**src/pmups_defs.vh**
```
// Purpose: Constants for the power-state signal controller
// Assumes: 100 MHz system clock, Avalon-MM register access
// Notes:   Byte offsets are word aligned
`ifndef PMUPS_DEFS_VH
`define PMUPS_DEFS_VH

// ****************************************
// Register byte offsets
// ****************************************
`define PMUPS_OFS_CTRL      4'h0
`define PMUPS_OFS_CTRL_B    4'h4
`define PMUPS_OFS_INT_STS   4'h8
`define PMUPS_OFS_INT_MSK   4'hC

// ****************************************
// Control register fields
// ****************************************
`define PMUPS_CTRL_SW_LP    0
`define PMUPS_CTRL_CLKO_EN  1
`define PMUPS_CTRL_LP_OFF   2
`define PMUPS_CTRL_MON_SEQ  3
`define PMUPS_CTRL_LP_ACK   4
`define PMUPS_CTRLB_PIN_EN  0
`define PMUPS_CTRLB_PIN_POL 1
`define PMUPS_CTRLB_HOLD_R  2
`define PMUPS_CTRLB_HOLD_F  3

// ****************************************
// Interrupt bits
// ****************************************
`define PMUPS_INT_BUTTON    0
`define PMUPS_INT_LONGPR    1
`define PMUPS_INT_HOLD      2
`define PMUPS_INT_WIDTH     3
`define PMUPS_MSK_RESET     3'h7

// ****************************************
// Timing
// ****************************************
`define PMUPS_CLK_HZ        100000000
`define PMUPS_SLOW_DIV      3052
`define PMUPS_DEB_TICKS     8'h40
`define PMUPS_LONG_S        5
`define PMUPS_ACK_S         1
`define PMUPS_PULSE_S       5
`define PMUPS_SLOW_HZ       32768

`endif

```
**src/pmups_ctrl.v**
```verilog
// Purpose: Power-state pin controller of a power-management unit
// Assumes: Pin inputs synchronous to i_clk; straps and OTP are static
// Notes:   Slow 32 kHz tick is an enable pulse from a divider
`include "pmups_defs.vh"
`timescale 1ns/1ps
`default_nettype none

module pmups_ctrl #(
    parameter SLOW_DIV   = `PMUPS_SLOW_DIV,
    parameter LONG_TICKS = `PMUPS_LONG_S * `PMUPS_SLOW_HZ,
    parameter ACK_TICKS  = `PMUPS_ACK_S * `PMUPS_SLOW_HZ,
    parameter PULSE_TICKS = `PMUPS_PULSE_S * `PMUPS_SLOW_HZ
) (
    // Clock and reset
    input  wire        i_clk,
    input  wire        i_rst_n,
    // Avalon-MM slave
    input  wire [3:0]  i_avs_address,
    input  wire        i_avs_read,
    input  wire        i_avs_write,
    input  wire [31:0] i_avs_writedata,
    output reg  [31:0] o_avs_readdata,
    output reg         o_avs_waitrequest,
    // Pins and straps
    input  wire        i_lowpower_pin,
    input  wire        i_power_hold_input,
    input  wire        i_push_button_input,
    input  wire        i_voltage_monitor_output,
    input  wire        i_config_strap_b,
    input  wire        i_interface_select_strap,
    input  wire        i_io_supply_ok,
    input  wire        i_otp_button_reset_mode,
    input  wire        i_otp_int_open_drain,
    input  wire        i_otp_int_active_high,
    // Outputs
    output reg         o_processor_reset_output_n,
    output reg         o_slow_clock_output,
    output reg         o_slow_clock_output_oe,
    output reg         o_host_interrupt_output,
    output reg         o_host_interrupt_output_oe,
    output reg         o_spi_select,
    output reg         o_device_reset,
    output reg  [1:0]  o_power_state
);

    // ****************************************
    // States
    // ****************************************
    localparam [1:0] ST_OFF    = 2'h0;
    localparam [1:0] ST_SEQ    = 2'h1;
    localparam [1:0] ST_ACTIVE = 2'h2;
    localparam [1:0] ST_LOWPWR = 2'h3;

    reg [1:0]  state_reg, state_next;
    reg [11:0] div_reg;
    reg        tick_reg;
    reg        clk32_reg;
    reg [2:0]  sync1_reg, sync2_reg, prev_reg;
    reg [7:0]  deb_reg;
    reg        btn_reg;
    reg        btn_prev_reg;
    reg [17:0] long_reg;
    reg [17:0] ack_reg;
    reg [17:0] pulse_reg;
    reg        long_armed_reg;
    reg [4:0]  ctrl_reg;
    reg [3:0]  ctrl_b_reg;
    reg [2:0]  sts_reg;
    reg [2:0]  msk_reg;
    reg        lp_pin_at_entry_reg;
    reg        sts_prev_any_reg;
    reg        ack_pend_reg;

    wire lp_pin   = sync2_reg[0];
    wire hold     = sync2_reg[1];
    wire btn_raw  = sync2_reg[2];
    wire pending  = |sts_reg;
    wire unmasked = |(sts_reg & ~msk_reg);
    wire lp_req   = lp_pin ^ ~ctrl_b_reg[`PMUPS_CTRLB_PIN_POL];
    wire btn_fall = btn_prev_reg & ~btn_reg;
    wire wr = i_avs_write & ~o_avs_waitrequest;
    // Read data loads in the wait cycle so it stands at the accept edge
    wire rd = i_avs_read & o_avs_waitrequest;

    function sel;
        input [3:0] a;
        input [3:0] ofs;
        begin
            sel = (a == ofs);
        end
    endfunction

    // ****************************************
    // Slow clock divider and synchronisers
    // ****************************************
    always @(posedge i_clk or negedge i_rst_n) begin
        if (!i_rst_n) begin
            div_reg   <= 12'h000;
            tick_reg  <= 1'b0;
            clk32_reg <= 1'b0;
            // Idle levels: button released, hold low, pin low
            sync1_reg <= 3'h4;
            sync2_reg <= 3'h4;
            prev_reg  <= 3'h4;
        end else begin
            tick_reg <= 1'b0;
            if (div_reg == SLOW_DIV[11:0] - 12'h001) begin
                div_reg  <= 12'h000;
                tick_reg <= 1'b1;
                clk32_reg <= ~clk32_reg;
            end else begin
                div_reg <= div_reg + 12'h001;
            end
            if (tick_reg) begin
                // Level pins pass no filter, only the sync pair
                sync1_reg <= {i_push_button_input, i_power_hold_input,
                              i_lowpower_pin};
                sync2_reg <= sync1_reg;
                prev_reg  <= sync2_reg;
            end
        end
    end

    // ****************************************
    // Button debounce and timers
    // ****************************************
    always @(posedge i_clk or negedge i_rst_n) begin
        if (!i_rst_n) begin
            deb_reg        <= 8'h00;
            btn_reg        <= 1'b1;
            btn_prev_reg   <= 1'b1;
            long_reg       <= 18'h0_0000;
            long_armed_reg <= 1'b0;
        end else begin
            btn_prev_reg <= btn_reg;
            if (tick_reg) begin
                if (btn_raw == btn_reg)
                    deb_reg <= 8'h00;
                else if (deb_reg == `PMUPS_DEB_TICKS) begin
                    btn_reg <= btn_raw;
                    deb_reg <= 8'h00;
                end else
                    deb_reg <= deb_reg + 8'h01;
                if (btn_reg)
                    long_reg <= 18'h0_0000;
                else if (long_reg != LONG_TICKS[17:0])
                    long_reg <= long_reg + 18'h0_0001;
            end
            long_armed_reg <= (long_reg == LONG_TICKS[17:0]);
        end
    end

    // ****************************************
    // Registers over Avalon-MM, one wait cycle
    // ****************************************
    wire long_evt = (long_reg == LONG_TICKS[17:0]) & ~long_armed_reg
                    & ctrl_reg[`PMUPS_CTRL_LP_OFF];
    wire hold_r = tick_reg & hold & ~prev_reg[1];
    wire hold_f = tick_reg & ~hold & prev_reg[1];
    wire awake  = (state_reg == ST_ACTIVE) | (state_reg == ST_LOWPWR);
    wire [2:0] evt;
    assign evt[`PMUPS_INT_BUTTON] = awake & btn_fall;
    assign evt[`PMUPS_INT_LONGPR] = long_evt;
    assign evt[`PMUPS_INT_HOLD] =
        (hold_r & ctrl_b_reg[`PMUPS_CTRLB_HOLD_R]) |
        (hold_f & ctrl_b_reg[`PMUPS_CTRLB_HOLD_F]);

    always @(posedge i_clk or negedge i_rst_n) begin
        if (!i_rst_n) begin
            o_avs_waitrequest <= 1'b1;
            o_avs_readdata    <= 32'h0000_0000;
            ctrl_reg          <= 5'h00;
            ctrl_b_reg        <= 4'h0;
            sts_reg           <= 3'h0;
            msk_reg           <= `PMUPS_MSK_RESET;
        end else begin
            o_avs_waitrequest <= ~((i_avs_read | i_avs_write)
                                   & o_avs_waitrequest);
            if (rd) begin
                o_avs_readdata <= 32'h0000_0000;
                if (sel(i_avs_address, `PMUPS_OFS_CTRL))
                    o_avs_readdata <= {27'h0, ctrl_reg};
                else if (sel(i_avs_address, `PMUPS_OFS_CTRL_B))
                    o_avs_readdata <= {28'h0, ctrl_b_reg};
                else if (sel(i_avs_address, `PMUPS_OFS_INT_STS))
                    o_avs_readdata <= {27'h0, state_reg, sts_reg};
                else if (sel(i_avs_address, `PMUPS_OFS_INT_MSK))
                    o_avs_readdata <= {29'h0, msk_reg};
            end
            // Self-clearing strobes
            ctrl_reg[`PMUPS_CTRL_SW_LP] <= 1'b0;
            ctrl_reg[`PMUPS_CTRL_LP_ACK] <= 1'b0;
            if (wr && sel(i_avs_address, `PMUPS_OFS_CTRL))
                ctrl_reg <= i_avs_writedata[4:0];
            if (wr && sel(i_avs_address, `PMUPS_OFS_CTRL_B))
                ctrl_b_reg <= i_avs_writedata[3:0];
            if (wr && sel(i_avs_address, `PMUPS_OFS_INT_MSK))
                msk_reg <= i_avs_writedata[2:0];
            // Write-one-to-clear; a new event wins over the clear
            if (wr && sel(i_avs_address, `PMUPS_OFS_INT_STS))
                sts_reg <= (sts_reg & ~i_avs_writedata[2:0]) | evt;
            else
                sts_reg <= sts_reg | evt;
        end
    end

    // ****************************************
    // Power state machine
    // ****************************************
    wire mon_ok = ~ctrl_reg[`PMUPS_CTRL_MON_SEQ] | i_voltage_monitor_output;
    wire new_int = pending & ~sts_prev_any_reg;
    wire on_req = hold | (btn_fall & ~i_otp_button_reset_mode)
                  | (pulse_reg != 18'h0_0000);

    always @* begin
        state_next = state_reg;
        case (state_reg)
            ST_OFF: if (on_req) state_next = ST_SEQ;
            ST_SEQ: if (mon_ok) state_next = ST_ACTIVE;
            ST_ACTIVE: begin
                if (ctrl_reg[`PMUPS_CTRL_SW_LP] && !pending)
                    state_next = ST_LOWPWR;
                else if (i_config_strap_b && !pending && lp_req &&
                         ctrl_b_reg[`PMUPS_CTRLB_PIN_EN])
                    state_next = ST_LOWPWR;
            end
            ST_LOWPWR: begin
                if (unmasked || (lp_pin != lp_pin_at_entry_reg))
                    state_next = ST_ACTIVE;
            end
            default: state_next = ST_OFF;
        endcase
        if (state_reg != ST_OFF) begin
            // Power drops with hold low unless a pulse or ack keeps it
            if (!mon_ok && state_reg != ST_SEQ)
                state_next = ST_OFF;
            else if (!hold && pulse_reg == 18'h0_0000 && !ack_pend_reg)
                state_next = ST_OFF;
            else if (ack_reg == 18'h0_0001 && tick_reg)
                state_next = ST_OFF;
        end
    end

    always @(posedge i_clk or negedge i_rst_n) begin
        if (!i_rst_n) begin
            state_reg           <= ST_OFF;
            lp_pin_at_entry_reg <= 1'b0;
            sts_prev_any_reg    <= 1'b0;
            pulse_reg           <= 18'h0_0000;
            ack_reg             <= 18'h0_0000;
            ack_pend_reg        <= 1'b0;
            o_device_reset      <= 1'b0;
        end else begin
            state_reg <= state_next;
            sts_prev_any_reg <= pending;
            if (state_reg != ST_LOWPWR)
                lp_pin_at_entry_reg <= lp_pin;
            // Button keeps power until hold arrives after a button start
            if (state_reg == ST_OFF && btn_fall)
                ack_pend_reg <= 1'b1;
            else if (hold || state_next == ST_OFF)
                ack_pend_reg <= 1'b0;
            if (state_reg == ST_OFF && new_int)
                pulse_reg <= PULSE_TICKS[17:0];
            else if (!pending)
                pulse_reg <= 18'h0_0000;
            else if (tick_reg && pulse_reg != 18'h0_0000)
                pulse_reg <= pulse_reg - 18'h0_0001;
            if (long_evt)
                ack_reg <= ACK_TICKS[17:0];
            else if (ctrl_reg[`PMUPS_CTRL_LP_ACK] ||
                     !sts_reg[`PMUPS_INT_LONGPR])
                ack_reg <= 18'h0_0000;
            else if (tick_reg && ack_reg != 18'h0_0000)
                ack_reg <= ack_reg - 18'h0_0001;
            o_device_reset <= btn_fall & i_otp_button_reset_mode;
        end
    end

    // ****************************************
    // Output stages
    // ****************************************
    wire int_level = unmasked ^ ~i_otp_int_active_high;
    always @(posedge i_clk or negedge i_rst_n) begin
        if (!i_rst_n) begin
            o_processor_reset_output_n <= 1'b0;
            o_slow_clock_output        <= 1'b0;
            o_slow_clock_output_oe     <= 1'b0;
            o_host_interrupt_output    <= 1'b0;
            o_host_interrupt_output_oe <= 1'b0;
            o_spi_select               <= 1'b0;
            o_power_state              <= ST_OFF;
        end else begin
            o_processor_reset_output_n <= awake;
            o_slow_clock_output <= clk32_reg;
            o_slow_clock_output_oe <= ((state_reg == ST_SEQ) |
                (awake & ctrl_reg[`PMUPS_CTRL_CLKO_EN]));
            o_host_interrupt_output <= int_level;
            // Open drain, or push-pull with no I/O supply, drives low only
            o_host_interrupt_output_oe <= ~int_level |
                (~i_otp_int_open_drain & i_io_supply_ok);
            o_spi_select <= ~i_interface_select_strap;
            o_power_state <= state_reg;
        end
    end

endmodule

`default_nettype wire

```
**config.mk**
```make
export PLATFORM = sky130hd
export DESIGN_NAME = pmups_ctrl
export DESIGN_NICKNAME = d
export VERILOG_FILES = /design/src/pmups_ctrl.v
export VERILOG_INCLUDE_DIRS = /design/src
export SDC_FILE = /design/constraint.sdc
export NUM_CORES = 1
export LEC_CHECK = 0
export ABC_CLOCK_PERIOD_IN_PS = 3100
export BUFFER_PORTS_ARGS = -buffer_cell sky130_fd_sc_hd__buf_2
export CAP_MARGIN = 20
export CORE_ASPECT_RATIO = 0.8
export CORE_UTILIZATION = 45
export DETAILED_ROUTE_END_ITERATION = 10
export GPL_TIMING_DRIVEN = 0
export PLACE_DENSITY = 0.65
export SETUP_SLACK_MARGIN = 0.15
export SYNTH_ARGS = -nofsm -noshare
export SYNTH_HDL_FRONTEND = slang
export SYNTH_SLANG_ARGS = --single-unit
```
**constraint.sdc**
```tcl
create_clock -name i_clk -period 3.1 [get_ports i_clk]
set_clock_uncertainty 0.1 [all_clocks]
set_input_delay 0.31 -clock i_clk [delete_from_list [all_inputs] [get_ports i_clk]]
set_output_delay 0.31 -clock i_clk [all_outputs]
set_load 0.02 [all_outputs]
```
==> flow_summary.json, run 1 <==
{
  "crit_chain": "inv_1 -> ha_1 -> or4b_2 -> o311ai_0 -> nor4_1 -> xnor2_1 -> nor2_1",
  "place_congestion": 0.836,
  "nFillCells": 1118,
  "grt_max_degree": 66,
  "final_common_cell": "dfrtp_1",
  "relSlewSlack": 0.478,
  "antenna_left": 0,
  "layout_common_cells": "dfrtp_1, nor2_1, nand2_1, buf_2",
  "cp-start-kind": "flip-flop",
  "fp.dieArea_um2": 14000,
  "grt_overflow_total": 0,
  "clock_latency_ns": 0.41,
  "root_buffer": "clkbuf_16",
  "synth_area_leaders": "dfrtp_1, nor2_1, mux2_2, xnor2_1, dfstp_2",
  "hold_class": "in2reg",
  "antenna_found_initial": 0,
  "finalWirelength_mm": 12.2,
  "status": "finished, final reports clean",
  "cpPeakStageDelay_ns": 0.69,
  "peakVddDrop_v": 0.000436,
  "critPathLaunch": "pulse_reg[0]",
  "synth_top_flop_cell": "dfrtp_1",
  "rrSetupSlack_ns": 0.47,
  "critPathCapture": "pulse_reg[16]",
  "p_sw_frac": 0.248,
  "vias": 4587,
  "synth_edf_count": 0,
  "avgViaCountPerCell": 5.22,
  "drc_errors": 0,
  "multiInputGateArea_um2": 2780,
  "grtUsageTotal": 0.189,
  "drtIter0Drc": 212,
  "start_util": 0.468,
  "dieWidth_um": 132,
  "wl_per_cell_um": 13.8,
  "final_layout_size_suffix_gt1_frac": 0.193,
  "comb_power_share": 0.132,
  "ys_async_sr_fraction": 1.00,
  "clockBufferDepth": 2,
  "power.leakage_uw": 0.00333,
  "ys_types": 59,
  "maxCapViolations": 0,
  "rsz0062_at_grt": "false",
  "areaGrowthSynthToFinish_pct": 19.6,
  "power_frac_clock": 0.468,
  "synth.yosys.seq_area_share": 0.499,
  "cp_data_arrival_time_ns": 2.81,
  "cp_max_fo": 4,
  "netlist_area_um2": 6090,
  "ios": 92,
  "setup_viol": 0,
  "tightestPinTransition_ns": 0.773,
  "crit_slowest_cell": "o311ai_0",
  "grt_pass1_vias": 4383,
  "min-delay-start": "i_power_hold_input",
  "required_ns": 3.28,
  "power_switching_uw": 1080,
  "grt_pass1_wl_mm": 21.1,
  "cts.htree.levels": 4,
  "dieHeight_um": 106,
  "path_class": "reg2reg",
  "cts_made_buffers": 17,
  "r2r-start": "pulse_reg[0]",
  "row_count": 37,
  "port_buffers": 35,
  "diodes": 0,
  "reg2regPathDepth": 7,
  "fin_crit_sh": 0.848,
  "critPathCaptureType": "flip-flop",
  "post_cts_buffers": 0,
  "synth_top_area_frac": 0.465,
  "dpl.hpwl_mm": 8.57,
  "synth_largest_area_cell": "dfrtp_1",
  "slew_violations": 0,
  "fin_nets": 750,
  "syn_inst": 604,
  "firstDrtPassIters": 4,
  "fmax_mhz": 380,
  "coreArea_um2": 13000,
  "holdWs_ns": 0.0290,
  "clock-sinks": 121,
  "power.total_uw": 4340,
  "synth-seq-cells": 121,
  "reg2reg_to": "pulse_reg[16]",
  "power_density_nw_per_um2": 596,
  "seq_area_um2": 3040,
  "fin_setup_tns_ns": 0,
  "hold_viol": 0,
  "layout_min_cycle_time_ns": 2.63,
  "yosys_warnings": 0,
  "avgSynthCellArea_um2": 10.1,
  "path_clk_slew_ns": 0.06,
  "cts_tree": "done",
  "p_int_uw": 3260,
  "seqPwrFrac": 0.400
}
==> timing repair <==
item                      4_1_cts  5_1_grt
hold buffers                    6        0
gates resized for setup         0        0
hold endpoints to repair       55        0
==> metrics by stage <==
stage           util  area (um2)  cells  setup WS (ns)
3_3_place_gp   0.506        6580    840          0.135
3_5_place_dp   0.508        6610    841          0.500
5_1_grt        0.559        7280    879          0.268
4_1_cts        0.559        7280    879          0.482
6_report       0.559        7280    879          0.472
2_1_floorplan      -        6180    630          0.884
==> worst max-delay path: cells and delay by family, from the launching register on <==
| kind | cells | cell delay (ns) |
|---|---|---|
| AOI/OAI and AO/OA | 1 | 0.69 |
| adders and majority gates | 1 | 0.18 |
| and+or+nand+nor | 3 | 0.83 |
| xor gates and xnor gates | 1 | 0.17 |
| DFF | 1 | 0.42 |
| buffers and inverters | 1 | 0.11 |
==> synth_stat cells (4+ instances only) <==
master / n
a21oi_1: 23
dfstp_2: 8
xor2_1: 20
dfrtp_1: 113
mux2i_1: 5
nand2_1: 37
clkbuf_1: 16
o41ai_1: 5
o21ai_0: 26
inv_1: 20
or3_1: 4
nor3b_1: 4
nand2b_1: 7
or4_1: 6
buf_4: 27
and3_1: 10
nand4_1: 9
o2bb2ai_1: 6
nand3b_1: 4
nor2_1: 72
mux2_2: 22
and4_1: 6
nor2b_1: 4
nand3_1: 26
nor3_1: 16
a31oi_1: 5
xnor2_1: 26
ha_1: 9
nor4_1: 16
==> layer usage <==
| layer | global-route usage | wire length (um) | vias to the layer above | part of all wire |
|---|---|---|---|---|
| met2 | 0.292 | 5470 | 81 | 0.45 |
| met4 | 0.0781 | 183 | 0 | 0.015 |
| li1 | - | - | 2277 | - |
| met5 | 0 | 0 | - | 0 |
| met3 | 0.0396 | 485 | 15 | 0.040 |
| met1 | 0.260 | 6030 | 2214 | 0.50 |
==> final cells by class <==
cell class / instances / area share
flip-flops and latches: 121 / 0.417
multi-input cells: 441 / 0.381
clock buffers: 23 / 0.0629
plain buffers: 48 / 0.0406
repair buffers: 42 / 0.0370
well taps: 175 / 0.0301
clock inverters: 9 / 0.0203
inverters: 20 / 0.0103
==> kinds of logic after synthesis <==
logic type                 count (synthesis)  share of synthesized area
buffers and inverters                     68                     0.0608
xor gates and xnor gates                  46                     0.0662
and+or+nand+nor                          237                      0.201
adders and majority gates                  9                     0.0185
muxes                                     28                     0.0526
other                                      1                   0.000616
DFF                                      121                      0.499
AOI/OAI and AO/OA                         94                      0.102
==> power by group through the flow <==
stage | Clock (uW) | Combinational [uW] | Sequential (uW)
6_report | 2030 | 572 | 1740
3_3_place_gp | 0 | 551 | 1760
5_1_grt | 2140 | 632 | 1750
4_1_cts | 2080 | 574 | 1740
3_5_place_dp | 0 | 564 | 1760
2_1_floorplan | 0 | 351 | 1800
==> worst min path at each step <==
stage | endpoint | slack (ns) | depth (start not counted)
floorplan | ack_pend_reg | -0.09 | 0
global placement | o_power_state[0] | 0.28 | 0
detailed placement | pulse_reg[13] | 0.21 | 1
CTS | sync1_reg[1] | 0.02 | 2
global route | sync1_reg[1] | 0.03 | 2
finish | sync1_reg[1] | 0.03 | 2
Note: power is estimated with default switching activity, not from simulation.
==> run 2: changes to the inputs <==
ABC_CLOCK_PERIOD_IN_PS = 2600   (was 3100)
clock period = 2.6 ns   (was 3.1 ns; I/O delays follow)
==> flow_summary.json, run 2 (synthesis gave the netlist of run 1 again) <==
{
  "drtIter0Drc": 280,
  "grt_pass1_vias": 4433,
  "fin_setup_tns_ns": 0,
  "power_frac_clock": 0.466,
  "clock-sinks": 121,
  "min-delay-start": "i_avs_writedata[2]",
  "cts_made_buffers": 17,
  "multiInputGateArea_um2": 2820,
  "setup_viol": 0,
  "drc_errors": 0,
  "rsz0062_at_grt": "true",
  "avgViaCountPerCell": 5.22,
  "nFillCells": 1110,
  "layout_common_cells": "dfrtp_1, nor2_1, nand2_1, buf_2",
  "grt_pass1_wl_mm": 21.3,
  "diodes": 0,
  "final_layout_size_suffix_gt1_frac": 0.201,
  "fin_crit_sh": 0.889,
  "critPathLaunch": "pulse_reg[0]",
  "peakVddDrop_v": 0.000515,
  "start_util": 0.468,
  "antenna_left": 0,
  "clock_latency_ns": 0.41,
  "port_buffers": 35,
  "slew_violations": 0,
  "power_density_nw_per_um2": 705,
  "antenna_found_initial": 0,
  "coreArea_um2": 13000,
  "cts_tree": "done",
  "power_switching_uw": 1300,
  "areaGrowthSynthToFinish_pct": 21.3,
  "use_met3": 0.0396,
  "firstDrtPassIters": 4,
  "fin_nets": 756,
  "holdWs_ns": 0.0384,
  "vias": 4617,
  "required_ns": 2.78,
  "critPathCaptureType": "flip-flop",
  "final_common_cell": "dfrtp_1",
  "seqPwrFrac": 0.398,
  "ios": 92,
  "wl_per_cell_um": 13.9,
  "path_clk_slew_ns": 0.06,
  "row_count": 37,
  "p_sw_frac": 0.249,
  "status": "finished, final reports clean",
  "dpl.hpwl_mm": 8.57,
  "relSlewSlack": 0.469,
  "maxCapViolations": 0,
  "root_buffer": "clkbuf_16",
  "seq_area_um2": 3040,
  "dieHeight_um": 106,
  "cp-start-kind": "flip-flop",
  "clockBufferDepth": 2,
  "grt_max_degree": 66,
  "cp_max_fo": 4,
  "hold_class": "in2reg",
  "cts.htree.levels": 4,
  "p_int_uw": 3910,
  "finalWirelength_mm": 12.3,
  "r2r-start": "pulse_reg[0]",
  "fmax_mhz": 433,
  "grt_overflow_total": 0,
  "path_class": "reg2reg",
  "use_met2": 0.297,
  "fp.dieArea_um2": 14000,
  "comb_power_share": 0.136,
  "cp_data_arrival_time_ns": 2.49,
  "hold_viol": 0,
  "grt.busiest_layer": "met2",
  "post_cts_buffers": 0,
  "power.leakage_uw": 0.00336,
  "grtUsageTotal": 0.191,
  "layout_min_cycle_time_ns": 2.31,
  "tightestPinTransition_ns": 0.788,
  "dieWidth_um": 132,
  "place_congestion": 0.836,
  "use_met1": 0.262
}
[run 2: cell count changes in the layout (fill, tap and decap cells not counted), sizes merged]
cell	change
dlygate4sd3	+6
[run 2: worst paths after layout]
path	end	slack [ns]	depth (start not counted)
max in group asynchronous	btn_reg	1.40	3
min reg2reg	o_power_state[0]	0.30	0
max reg2reg	pulse_reg[14]	0.29	7
max	pulse_reg[14]	0.29	7
min in group asynchronous	pulse_reg[13]	0.29	2
min	ctrl_reg[2]	0.04	2
[run 2: layer usage]
layer  vias to the layer above  part of all wire
met5                         -                 0
met4                         0             0.015
met3                        13             0.033
met2                        78              0.45
met1                      2237              0.50
li1                       2289                 -
[run 2: power groups by stage]
stage	sequential [uW]	clock [uW]	combinational, uW
2_1_floorplan	2140	0	419
3_5_place_dp	2100	0	673
5_1_grt	2090	2550	778
4_1_cts	2070	2480	701
3_3_place_gp	2100	0	657
6_report	2070	2420	706
[run 2: per-stage QoR]
| stage | utilization | worst slack (ns) | power (uW) | cells | instance area, um2 |
|---|---|---|---|---|---|
| final | 0.567 | 0.289 | 5200 | 885 | 7380 |
| after CTS | 0.565 | 0.181 | 5250 | 885 | 7350 |
| after detailed placement | 0.508 | -0.0000606 | 2770 | 841 | 6610 |
| after floorplan | - | 0.384 | 2560 | 630 | 6180 |
| after global routing | 0.567 | 0.144 | 5410 | 885 | 7380 |
| after global placement | 0.506 | -0.315 | 2750 | 840 | 6580 |
[run 2: layout make-up]
type                       instances  area share
multi-input combinational        441       0.382
sequential                       121       0.412
clock inverter                     9      0.0200
buffer                            48      0.0402
inverter                          20      0.0102
tap                              175      0.0297
clock buffer                      23      0.0620
timing repair buffer              48      0.0446
[run 2: timing repair]
action / in CTS / in global routing
pin swaps: 0 / 1
hold buffers: 12 / 0
setup endpoints to repair: 14 / 20
hold endpoints to repair: 61 / 0
resized for setup: 3 / 7
[run 2: critical path: stages, from the launching register on]
cell and delay (ns):
dfrtp_1 0.42, inv_1 0.11, ha_1 0.19, or4b_2 0.66, o2111ai_1 0.39, nor4_1 0.11, xnor2_1 0.15, nor2_1 0.05
